## config.mk

```make
export PLATFORM = sky130hd
export DESIGN_NAME = adc_conversion_controller
export DESIGN_NICKNAME = d
export VERILOG_FILES = /design/src/hw/adc_ctrl_pkg.sv /design/src/hw/adc_conversion_controller.sv
export SDC_FILE = /design/constraint.sdc
export NUM_CORES = 1
export LEC_CHECK = 0
export BUFFER_PORTS_ARGS = -buffer_cell sky130_fd_sc_hd__clkbuf_2
export CAP_MARGIN = 15
export CORE_MARGIN = 3
export CORE_UTILIZATION = 35
export DETAILED_ROUTE_END_ITERATION = 8
export PLACE_DENSITY = 0.58
export REMOVE_ABC_BUFFERS = 1
export SLEW_MARGIN = 40
export SYNTH_ARGS = -nofsm -noshare
export SYNTH_HDL_FRONTEND = slang
export SYNTH_SLANG_ARGS = --single-unit
```

## constraint.sdc

```tcl
create_clock -name ref_clk_i -period 2.5 [get_ports ref_clk_i]
set_input_delay 0 -clock ref_clk_i [delete_from_list [all_inputs] [get_ports ref_clk_i]]
set_output_delay 0 -clock ref_clk_i [all_outputs]
set_load 0.1 [all_outputs]
```

## src/hw/adc_ctrl_pkg.sv

```systemverilog
// constants, register map and field layout of the conversion controller
// Behaviour
// - programmable tracking time after channel change
// - hold channel fixed cycles after each start
// - prescale 0 gives half, 255 gives 1/512
// - full 10-bit results after reset
// - low resolution gives 8 bits, top zero
// - result to channel and last registers
// - optional channel number in last result
// - completion sets done, ready; ready rise requests DMA
// - channel result reads clear done, last result reads clear ready
// - unread channel result overwritten sets channel overrun
// - completion while ready set sets global overrun
// - status reads clear overrun flags
// - command start bit issues software trigger
// - hardware source: timer output or pin
// - trigger modes: edges, pen, continuous, periodic
// - hardware edges synchronised before starting
// - one trigger converts all enabled channels
// - enable and disable registers act per channel
// - DMA requests only for enabled channels
// - register writes accepted with clock gated
package adc_ctrl_pkg;
  localparam int          NUM_CH        = 12;
  localparam int          CH_W          = 4;
  localparam int          DATA_W        = 10;
  localparam int          NUM_TIMERS    = 6;
  // register byte addresses
  localparam logic [7:0]  OFS_COMMAND   = 8'h00;
  localparam logic [7:0]  OFS_MODE      = 8'h04;
  localparam logic [7:0]  OFS_EXTMODE   = 8'h08;
  localparam logic [7:0]  OFS_TRIGGER   = 8'h0c;
  localparam logic [7:0]  OFS_CH_ENABLE = 8'h10;
  localparam logic [7:0]  OFS_CH_DISABL = 8'h14;
  localparam logic [7:0]  OFS_CH_STATUS = 8'h18;
  localparam logic [7:0]  OFS_LAST      = 8'h1c;
  localparam logic [7:0]  OFS_EVENT     = 8'h20;
  localparam logic [7:0]  OFS_OVERRUN   = 8'h24;
  localparam logic [7:0]  OFS_TOUCH     = 8'h28;
  localparam logic [7:0]  OFS_RESULT0   = 8'h30;
  localparam logic [7:0]  OFS_RESULT_LAST = 8'h5c;
  // field positions
  localparam int          CMD_START_BIT = 0;
  localparam int          MODE_LOW_RESOLUTION_SELECT   = 4;
  localparam int          MODE_TSEL_LO  = 0;
  localparam int          MODE_PRE_LO   = 8;
  localparam int          MODE_TRK_LO   = 24;
  localparam int          EMR_TAG_BIT   = 24;
  localparam int          TRG_MODE_LO   = 0;
  localparam int          TRG_PER_LO    = 16;
  localparam int          EVT_RESULT_READY_FLAG_BIT  = 24;
  localparam int          EVT_GLOBAL_OVERRUN_FLAG_BIT = 25;
  localparam int          LAST_RESULT_CHANNEL_NUMBER_LO  = 12;
  localparam int          TSMR_PEN_BIT  = 0;
  localparam logic [2:0]  TSEL_EXT_PIN  = 3'h6;
  // timing in conversion clock cycles
  localparam logic [4:0]  HOLD_CYCLES   = 5'h03;
  localparam logic [4:0]  CONV_CYCLES   = 5'h0a;
  localparam logic [31:0] RESET_ZERO    = 32'h0000_0000;

  typedef enum logic [2:0] {
    TRG_OFF        = 3'b000,
    TRG_RISE       = 3'b001,
    TRG_FALL       = 3'b010,
    TRG_ANY        = 3'b011,
    TRG_PEN        = 3'b100,
    TRG_CONTINUOUS = 3'b101,
    TRG_PERIODIC   = 3'b110
  } trig_mode_t;

  typedef enum logic [1:0] {
    SEQ_IDLE  = 2'b00,
    SEQ_TRACK = 2'b01,
    SEQ_HOLD  = 2'b10,
    SEQ_DRAIN = 2'b11
  } seq_state_t;
endpackage

```

## src/hw/adc_conversion_controller.sv

```systemverilog
// conversion sequencer, prescaler, triggers and result registers of the adc controller
//
// The placing of the registers and the plain strobed port were chosen for this implementation.
`timescale 1ns/1ps
module adc_conversion_controller (
  input  wire logic                                 ref_clk_i,     // peripheral clock
  input  wire logic                                 rst_i,         // sync reset, high
  input  wire logic                                 clk_run_i,     // peripheral clock gate
  input  wire logic [7:0]                           addr_i,        // register byte address
  input  wire logic [31:0]                          wdata_i,       // write data
  input  wire logic                                 wr_i,          // write strobe
  input  wire logic                                 rd_i,          // read strobe
  output logic      [31:0]                          rdata_o,       // read data, next cycle
  input  wire logic [adc_ctrl_pkg::NUM_TIMERS-1:0]  timer_output_a_i, // timer triggers
  input  wire logic                                 external_trigger_pin_i, // trigger pin
  input  wire logic                                 pen_detect_i,  // pen contact seen
  input  wire logic [adc_ctrl_pkg::DATA_W-1:0]      adc_data_i,    // converter output
  output logic      [adc_ctrl_pkg::CH_W-1:0]        channel_sel_o, // mux selection
  output logic                                      conv_start_o,  // converter start pulse
  output logic                                      conversion_clock_o, // converter clock
  output logic                                      dma_req_o,     // dma request pulse
  output logic                                      busy_o         // sequence running
);
  import adc_ctrl_pkg::*;

  // configuration
  logic [7:0]        clock_prescale_field;
  logic [3:0]        tracking_time_field;
  logic              low_resolution_select;
  logic [2:0]        hw_trigger_select;
  logic              tag_enable;
  trig_mode_t        trigger_source_mode;
  logic [15:0]       periodic_trigger_period;
  logic              pen_detect_enable;
  logic [NUM_CH-1:0] chan_enabled;
  // status
  logic [DATA_W-1:0] chan_result [NUM_CH];
  logic [DATA_W-1:0] last_result_value;
  logic [CH_W-1:0]   result_channel_number;
  logic [NUM_CH-1:0] chan_done;
  logic [NUM_CH-1:0] channel_overrun_flag;
  logic              result_ready_flag;
  logic              global_overrun_flag;
  // sequencer
  seq_state_t        state;
  logic [7:0]        pre_cnt;
  logic              tick;
  logic [4:0]        step_cnt;
  logic [4:0]        conv_cnt;
  logic              conv_busy;
  logic [CH_W-1:0]   conv_chan;
  logic [15:0]       per_cnt;
  logic              trig_sync1;
  logic              trig_sync2;
  logic              trig_prev;
  logic              sw_start;
  logic              seq_end;

  wire logic wr_hit_cmd = wr_i && addr_i == OFS_COMMAND;
  wire logic rd_last    = rd_i && addr_i == OFS_LAST;
  wire logic rd_event   = rd_i && addr_i == OFS_EVENT;
  wire logic rd_ovr     = rd_i && addr_i == OFS_OVERRUN;
  wire logic rd_result  = rd_i && addr_i >= OFS_RESULT0 && addr_i <= OFS_RESULT_LAST
                          && addr_i[1:0] == 2'h0;
  wire logic [7:0] res_ofs = addr_i - OFS_RESULT0;
  wire logic [CH_W-1:0] rd_chan = res_ofs[CH_W+1:2];

  // lowest enabled channel at or above from; valid flag in the top bit
  function automatic logic [CH_W:0] next_enabled(input logic [NUM_CH-1:0] mask,
                                                 input logic [CH_W:0]     from);
    logic [CH_W:0] found;
    found = '0;
    for (int i = NUM_CH - 1; i >= 0; i--) begin
      if (mask[i] && i >= int'(from)) begin
        found = {1'b1, CH_W'(i)};
      end
    end
    return found;
  endfunction

  // ---------------- configuration writes (never gated) ----------------
  always_ff @(posedge ref_clk_i) begin
    if (rst_i) begin
      clock_prescale_field    <= RESET_ZERO[7:0];
      tracking_time_field     <= RESET_ZERO[3:0];
      low_resolution_select   <= 1'b0;
      hw_trigger_select       <= RESET_ZERO[2:0];
      tag_enable              <= 1'b0;
      trigger_source_mode     <= TRG_OFF;
      periodic_trigger_period <= RESET_ZERO[15:0];
      pen_detect_enable       <= 1'b0;
    end else if (wr_i) begin
      unique case (addr_i)
        OFS_MODE: begin
          clock_prescale_field  <= wdata_i[MODE_PRE_LO +: 8];
          tracking_time_field   <= wdata_i[MODE_TRK_LO +: 4];
          low_resolution_select <= wdata_i[MODE_LOW_RESOLUTION_SELECT];
          hw_trigger_select     <= wdata_i[MODE_TSEL_LO +: 3];
        end
        OFS_EXTMODE: tag_enable <= wdata_i[EMR_TAG_BIT];
        OFS_TRIGGER: begin
          trigger_source_mode     <= trig_mode_t'(wdata_i[TRG_MODE_LO +: 3]);
          periodic_trigger_period <= wdata_i[TRG_PER_LO +: 16];
        end
        OFS_TOUCH: pen_detect_enable <= wdata_i[TSMR_PEN_BIT];
        default: ;
      endcase
    end
  end

  // set and clear registers act only on the bits written as one
  always_ff @(posedge ref_clk_i) begin
    if (rst_i) begin
      chan_enabled <= RESET_ZERO[NUM_CH-1:0];
    end else if (wr_i && addr_i == OFS_CH_ENABLE) begin
      chan_enabled <= chan_enabled | wdata_i[NUM_CH-1:0];
    end else if (wr_i && addr_i == OFS_CH_DISABL) begin
      chan_enabled <= chan_enabled & ~wdata_i[NUM_CH-1:0];
    end
  end

  // ---------------- conversion clock ----------------
  // one tick per conversion clock period: 2*(prescale+1) peripheral cycles
  always_ff @(posedge ref_clk_i) begin
    if (rst_i) begin
      pre_cnt            <= RESET_ZERO[7:0];
      conversion_clock_o <= 1'b0;
      tick               <= 1'b0;
    end else if (clk_run_i) begin
      tick <= 1'b0;
      if (pre_cnt >= clock_prescale_field) begin
        pre_cnt            <= RESET_ZERO[7:0];
        conversion_clock_o <= ~conversion_clock_o;
        tick               <= ~conversion_clock_o;
      end else begin
        pre_cnt <= pre_cnt + 8'h01;
      end
    end else begin
      tick <= 1'b0;
    end
  end

  // ---------------- triggers ----------------
  wire logic sel_src = (hw_trigger_select == TSEL_EXT_PIN) ? external_trigger_pin_i
                     : (int'(hw_trigger_select) < NUM_TIMERS)
                       ? timer_output_a_i[hw_trigger_select] : 1'b0;

  // the trigger source may be fed from another clock, so it is resynchronised
  always_ff @(posedge ref_clk_i) begin
    if (rst_i) begin
      trig_sync1 <= 1'b0;
      trig_sync2 <= 1'b0;
      trig_prev  <= 1'b0;
    end else begin
      trig_sync1 <= sel_src;
      trig_sync2 <= trig_sync1;
      trig_prev  <= trig_sync2;
    end
  end

  always_ff @(posedge ref_clk_i) begin
    if (rst_i) begin
      per_cnt <= RESET_ZERO[15:0];
    end else if (trigger_source_mode != TRG_PERIODIC) begin
      per_cnt <= RESET_ZERO[15:0];
    end else if (tick) begin
      per_cnt <= (per_cnt >= periodic_trigger_period) ? RESET_ZERO[15:0] : per_cnt + 16'h0001;
    end
  end

  // software start is held until the gated clock lets the sequencer see it
  always_ff @(posedge ref_clk_i) begin
    if (rst_i) begin
      sw_start <= 1'b0;
    end else if (wr_hit_cmd && wdata_i[CMD_START_BIT]) begin
      sw_start <= 1'b1;
    end else if (clk_run_i) begin
      sw_start <= 1'b0;
    end
  end

  logic hw_trig;
  always_comb begin
    hw_trig = 1'b0;
    unique case (trigger_source_mode)
      TRG_OFF:        hw_trig = 1'b0;
      TRG_RISE:       hw_trig = trig_sync2 && !trig_prev;
      TRG_FALL:       hw_trig = !trig_sync2 && trig_prev;
      TRG_ANY:        hw_trig = trig_sync2 != trig_prev;
      TRG_PEN:        hw_trig = pen_detect_enable && pen_detect_i;
      TRG_CONTINUOUS: hw_trig = 1'b1;
      TRG_PERIODIC:   hw_trig = tick && per_cnt >= periodic_trigger_period;
      default:        hw_trig = 1'b0;
    endcase
  end

  wire logic [CH_W:0] first_ch = next_enabled(chan_enabled, '0);
  wire logic [CH_W:0] next_ch  = next_enabled(chan_enabled, (CH_W+1)'(channel_sel_o) + 5'h01);

  // ---------------- sequencer ----------------
  always_ff @(posedge ref_clk_i) begin
    if (rst_i) begin
      state         <= SEQ_IDLE;
      step_cnt      <= RESET_ZERO[4:0];
      channel_sel_o <= RESET_ZERO[CH_W-1:0];
      conv_start_o  <= 1'b0;
      busy_o        <= 1'b0;
    end else if (clk_run_i) begin
      conv_start_o <= 1'b0;
      unique case (state)
        SEQ_IDLE: begin
          busy_o <= 1'b0;
          // only idle listens, so triggers during a sequence are dropped
          if ((sw_start || hw_trig) && first_ch[CH_W]) begin
            channel_sel_o <= first_ch[CH_W-1:0];
            step_cnt      <= RESET_ZERO[4:0];
            busy_o        <= 1'b1;
            state         <= SEQ_TRACK;
          end
        end
        SEQ_TRACK: begin
          if (tick) begin
            if (step_cnt >= {1'b0, tracking_time_field} && !conv_busy) begin
              conv_start_o <= 1'b1;
              step_cnt     <= RESET_ZERO[4:0];
              state        <= SEQ_HOLD;
            end else if (step_cnt < {1'b0, tracking_time_field}) begin
              step_cnt <= step_cnt + 5'h01;
            end
          end
        end
        SEQ_HOLD: begin
          if (tick) begin
            if (step_cnt + 5'h01 >= HOLD_CYCLES) begin
              step_cnt <= RESET_ZERO[4:0];
              if (next_ch[CH_W]) begin
                channel_sel_o <= next_ch[CH_W-1:0];
                state         <= SEQ_TRACK;
              end else begin
                state <= SEQ_DRAIN;
              end
            end else begin
              step_cnt <= step_cnt + 5'h01;
            end
          end
        end
        SEQ_DRAIN: begin
          if (!conv_busy && !conv_start_o) begin
            state <= SEQ_IDLE;
          end
        end
      endcase
    end else begin
      conv_start_o <= 1'b0;
    end
  end

  // converter time: result is taken after a fixed count of conversion clocks
  always_ff @(posedge ref_clk_i) begin
    if (rst_i) begin
      conv_busy <= 1'b0;
      conv_cnt  <= RESET_ZERO[4:0];
      conv_chan <= RESET_ZERO[CH_W-1:0];
      seq_end   <= 1'b0;
    end else begin
      seq_end <= 1'b0;
      if (conv_start_o) begin
        conv_busy <= 1'b1;
        conv_cnt  <= RESET_ZERO[4:0];
        conv_chan <= channel_sel_o;
      end else if (conv_busy && tick) begin
        if (conv_cnt + 5'h01 >= CONV_CYCLES) begin
          conv_busy <= 1'b0;
          seq_end   <= 1'b1;
        end else begin
          conv_cnt <= conv_cnt + 5'h01;
        end
      end
    end
  end

  wire logic done = seq_end;
  wire logic [DATA_W-1:0] res_val = low_resolution_select
                                    ? {2'b00, adc_data_i[DATA_W-1:2]} : adc_data_i;

  // ---------------- results and flags ----------------
  always_ff @(posedge ref_clk_i) begin
    if (rst_i) begin
      for (int i = 0; i < NUM_CH; i++) begin
        chan_result[i] <= RESET_ZERO[DATA_W-1:0];
      end
      last_result_value     <= RESET_ZERO[DATA_W-1:0];
      result_channel_number <= RESET_ZERO[CH_W-1:0];
    end else if (done) begin
      chan_result[conv_chan] <= res_val;
      last_result_value      <= res_val;
      result_channel_number  <= tag_enable ? conv_chan : RESET_ZERO[CH_W-1:0];
    end
  end

  // on every flag the set from a completion wins over a clearing read
  always_ff @(posedge ref_clk_i) begin
    if (rst_i) begin
      chan_done            <= RESET_ZERO[NUM_CH-1:0];
      channel_overrun_flag <= RESET_ZERO[NUM_CH-1:0];
      result_ready_flag    <= 1'b0;
      global_overrun_flag  <= 1'b0;
    end else begin
      for (int i = 0; i < NUM_CH; i++) begin
        if (done && conv_chan == CH_W'(i)) begin
          chan_done[i] <= 1'b1;
          if (chan_done[i]) begin
            channel_overrun_flag[i] <= 1'b1;
          end else if (rd_ovr) begin
            channel_overrun_flag[i] <= 1'b0;
          end
        end else begin
          if (rd_result && rd_chan == CH_W'(i)) begin
            chan_done[i] <= 1'b0;
          end
          if (rd_ovr) begin
            channel_overrun_flag[i] <= 1'b0;
          end
        end
      end
      if (done) begin
        result_ready_flag <= 1'b1;
      end else if (rd_last) begin
        result_ready_flag <= 1'b0;
      end
      if (done && result_ready_flag) begin
        global_overrun_flag <= 1'b1;
      end else if (rd_event) begin
        global_overrun_flag <= 1'b0;
      end
    end
  end

  // a request per result that raises the ready flag; a channel disabled meanwhile gets none
  always_ff @(posedge ref_clk_i) begin
    if (rst_i) begin
      dma_req_o <= 1'b0;
    end else begin
      dma_req_o <= done && !result_ready_flag && chan_enabled[conv_chan];
    end
  end

  // ---------------- read port ----------------
  always_ff @(posedge ref_clk_i) begin
    if (rst_i) begin
      rdata_o <= RESET_ZERO;
    end else if (rd_i) begin
      rdata_o <= RESET_ZERO;
      if (rd_result) begin
        rdata_o[DATA_W-1:0] <= chan_result[rd_chan];
      end else begin
        unique case (addr_i)
          OFS_MODE: begin
            rdata_o[MODE_PRE_LO +: 8]  <= clock_prescale_field;
            rdata_o[MODE_TRK_LO +: 4]  <= tracking_time_field;
            rdata_o[MODE_LOW_RESOLUTION_SELECT]       <= low_resolution_select;
            rdata_o[MODE_TSEL_LO +: 3] <= hw_trigger_select;
          end
          OFS_EXTMODE: rdata_o[EMR_TAG_BIT] <= tag_enable;
          OFS_TRIGGER: begin
            rdata_o[TRG_MODE_LO +: 3] <= trigger_source_mode;
            rdata_o[TRG_PER_LO +: 16] <= periodic_trigger_period;
          end
          OFS_CH_STATUS: rdata_o[NUM_CH-1:0] <= chan_enabled;
          OFS_LAST: begin
            rdata_o[DATA_W-1:0]          <= last_result_value;
            rdata_o[LAST_RESULT_CHANNEL_NUMBER_LO +: CH_W] <= result_channel_number;
          end
          OFS_EVENT: begin
            rdata_o[NUM_CH-1:0]   <= chan_done;
            rdata_o[EVT_RESULT_READY_FLAG_BIT] <= result_ready_flag;
            rdata_o[EVT_GLOBAL_OVERRUN_FLAG_BIT] <= global_overrun_flag;
          end
          OFS_OVERRUN: rdata_o[NUM_CH-1:0] <= channel_overrun_flag;
          OFS_TOUCH:   rdata_o[TSMR_PEN_BIT] <= pen_detect_enable;
          default: ;
        endcase
      end
    end
  end
endmodule

```

==> results.md <==
* Worst Reg-to-Reg Cells at 9
* Post-synth top area share at 0.300
* Vias in the first global route at ~13,000
* Crit path to: step_cnt[3]
* DRT Wirelength at roughly 46,000 um
* Synth Register Bits at around 340
* Cell type with the largest total area after synthesis: edfxtp_1
* Pre-Repair DR Iteration Count at 6
* EDFF count, synth at 160
* Sequential Area at between 0.008 and 0.009 sq mm
* Final Hold Vio Count at 0
* Share of cells above drive strength 1 at 0.242
* Async S/R FF share, synth at 0
* CP Max Fanout at 6
* Gpl congestion at 0.894
* PD cells at a little over 600 mW/mm^2
* H-tree Lvls at 2
* Slew headroom at 0.455
* Max Freq at roughly 380 MHz
* Core area at approximately 0.045 sq mm
* Initial antenna violation count at 0
* Via count at ~13,000
* Ys flop type: dfxtp_1
* Num rows at 77
* Req. time, crit path at 2.97 ns
* Cells after Synth at about 1,500
* Max Cap Violations at 0
* Worst-case clock buffer depth at 3
* Worst-Skew Late Latency at ~0.55 ns
* GR Overflow Total at 0
* Mean post-synth cell area at about 11 sq um
* Final TNS setup at -0.496 ns
* Pin count of the biggest net entering global routing at 115
* Setup ws final at -0.124 ns
* P&R area growth vs syn at 24.4%
* Fillers at ~4,200
* First-pass GRT wire length at about 71,000 um
* Die Height at approximately 220 um
* Overall power at approximately 12 mW
* R2r startpoint: periodic_trigger_period[9]
* Failing checks: setup timing
* Setup violations, final at 5
* Worst Setup SP: periodic_trigger_period[9]
* Sequential share of the synthesized area at 0.521
* Overall routing resource usage at 0.190
* Initial Utilization at 0.358
* Die W at 220 um
* Multi-input combinational cell area at about 0.0073 sq mm
* I/O pin count at approximately 100
* Port bufs at 102
* Max VDD drop at between 0.0004 and 0.0005 V
* Area after DPL at roughly 0.018 sq mm
* 1st-iter DRT viols at 965
* Hold WC Path Type: input port to flop
* Placed Cells at approximately 2,200
* Crit start category: flop
* Min Tclk post-route at roughly 2.6 ns
* Reg2reg setup slack at -0.12 ns
* CP Capture Type: flop
* Final nets at between 1,500 and 2,000
* Non-Filler Instances at about 2,400
* CTS tree: done
* Routed wire per std cell at 19.6 um
* Vias per std cell at about 5.4
* Pleak at ~7.5 nW
* Final hold slack at around 0.024 ns
* R2R Path End: step_cnt[3]
* Placed wire-length estimate at ~33,000 um
* Final instance area at between 0.015 and 0.02 sq mm
* Die area at 0.0483 sq mm
* Routed Antenna Nets at 0
* Largest cells by area after synthesis: edfxtp_1, dfxtp_1, mux4_2, nor2_1, ha_1
* Status: complete, but fails checks
* Synth unique cells at slightly above 80
* Unrepaired setup endpoints after global routing: true
* Clock transition at path regs at around 0.06 ns
* Worst clock skew at 0.0179 ns
* Clock sinks at 336
* Tcrit/Tclk final at 1.05
* Drt drc at 0
* Crit path kind: flop to flop
* Worst-margin pin slew at 0.813 ns
* Dpl ws at -0.191 ns
* Synth Cell Area at ~0.016 sq mm
* Cts bufs inserted at 38
* Fin. max-slew vios at 0
* Post-layout util at 0.445
* Root buf cell: clkbuf_16
* # diodes at 0
* Ys Warns at 0
* CP Data Arrival Time at roughly 3.1 ns
==> cells by family (layout without fill, tap and decap cells) <==
family | count (synthesis) | in the layout | synth area share
buffers and inverters | 158 | 414 | 0.0418
DFF | 336 | 336 | 0.521
muxes | 82 | 82 | 0.0939
xor gates and xnor gates | 32 | 32 | 0.0175
adders and majority gates | 48 | 48 | 0.0376
AOI/OAI and AO/OA | 302 | 302 | 0.130
and+or+nand+nor | 557 | 557 | 0.159
==> registers in the layout, indices dropped and copies added (netlist names), 2 cells and up, named ones only <==
register	count
rdata_o	32
periodic_trigger_period	16
channel_sel_o	4
trigger_source_mode	3
step_cnt	5
tracking_time_field	4
state	2
conv_cnt	5
chan_result	160
chan_done	12
conv_chan	4
result_channel_number	4
clock_prescale_field	8
hw_trigger_select	3
pre_cnt	8
channel_overrun_flag	12
last_result_value	10
per_cnt	16
==> synthesized netlist by cell type, types with 6 or more instances <==
cell,instances
nor2_1,236
dfxtp_1,176
edfxtp_1,160
nand2_1,141
a21oi_1,106
clkbuf_1,62
inv_1,57
mux4_2,54
ha_1,48
nand3_1,36
a22oi_1,35
o21ai_0,30
mux2i_1,27
a32o_1,24
nor2b_1,23
xor2_1,23
a211oi_1,22
nand2b_1,20
and3_1,18
buf_2,18
nor3_1,17
nand4_1,14
a311oi_1,12
buf_1,12
and2_1,9
xnor2_1,9
o31ai_1,8
a31oi_1,6
a32oi_1,6
nand3b_1,6
or2_2,6
==> per-layer routing <==
metal | GRT usage | wire length, um | share of wire | up-vias
met1 | 0.245 | 19600 | 0.42 | 6236
li1 | - | - | - | 5981
met4 | 0.0685 | 1500 | 0.032 | 0
met2 | 0.324 | 22600 | 0.49 | 367
met5 | 0 | 0 | 0 | -
met3 | 0.0301 | 2740 | 0.059 | 76
==> placed cells by master (no fill, tap or decap), drive strengths merged, types with 47 or more instances in the layout <==
| cell type | netlist | final |
|---|---|---|
| dlygate4sd3 | 0 | 47 |
| inv | 57 | 59 |
| edfxtp | 160 | 160 |
| a21oi | 106 | 106 |
| nor2 | 237 | 237 |
| ha | 48 | 48 |
| clkbuf | 62 | 158 |
| nand2 | 142 | 142 |
| dfxtp | 176 | 176 |
| buf | 39 | 140 |
| mux4 | 54 | 54 |
==> worst min-delay path by stage <==
stage	from	depth (start not counted)	end	slack (ns)
after detailed placement	wdata_i[7]	2	flop	0.23
after floorplan	rst_i	1	clock_prescale_field[0]	0.07
after global placement	wdata_i[6]	2	flop	0.22
final	adc_data_i[6]	4	chan_result[6][6]	0.02
after CTS	adc_data_i[4]	4	chan_result[6][4]	0.0006
after global routing	adc_data_i[4]	4	chan_result[7][4]	0.03
==> worst max-delay path: stages (launching register included) <==
cell and delay (ns):
dfxtp_2 0.33, inv_2 0.04, ha_4 0.25, nand4_1 0.18
a2111oi_4 0.43, a211oi_4 0.13, o31a_1 0.38, buf_6 0.16
or4_4 0.51, a21oi_2 0.14
==> area by class of cell <==
cell class              count  share of cell area
repair buffers            287               0.104
well taps                 592              0.0372
flip-flops and latches    336               0.419
inverters                  57              0.0108
multi-input cells        1021               0.365
clock inverters            12             0.00654
clock buffers              58              0.0573
==> timing repair <==
| action | in CTS | in global routing |
|---|---|---|
| buffers inserted | 0 | 1 |
| endpoints found under the hold margin | 93 | 0 |
| gates resized for setup | 22 | 34 |
| pin swaps | 7 | 16 |
| hold buffers | 47 | 0 |
| endpoints found under the setup margin | 9 | 10 |
==> where the power goes <==
group	switching [mW]	internal, mW
combinational	0.469	0.287
clock	2.26	3.37
sequential	0.0295	5.83
Note: power is estimated with default switching activity, not from simulation.
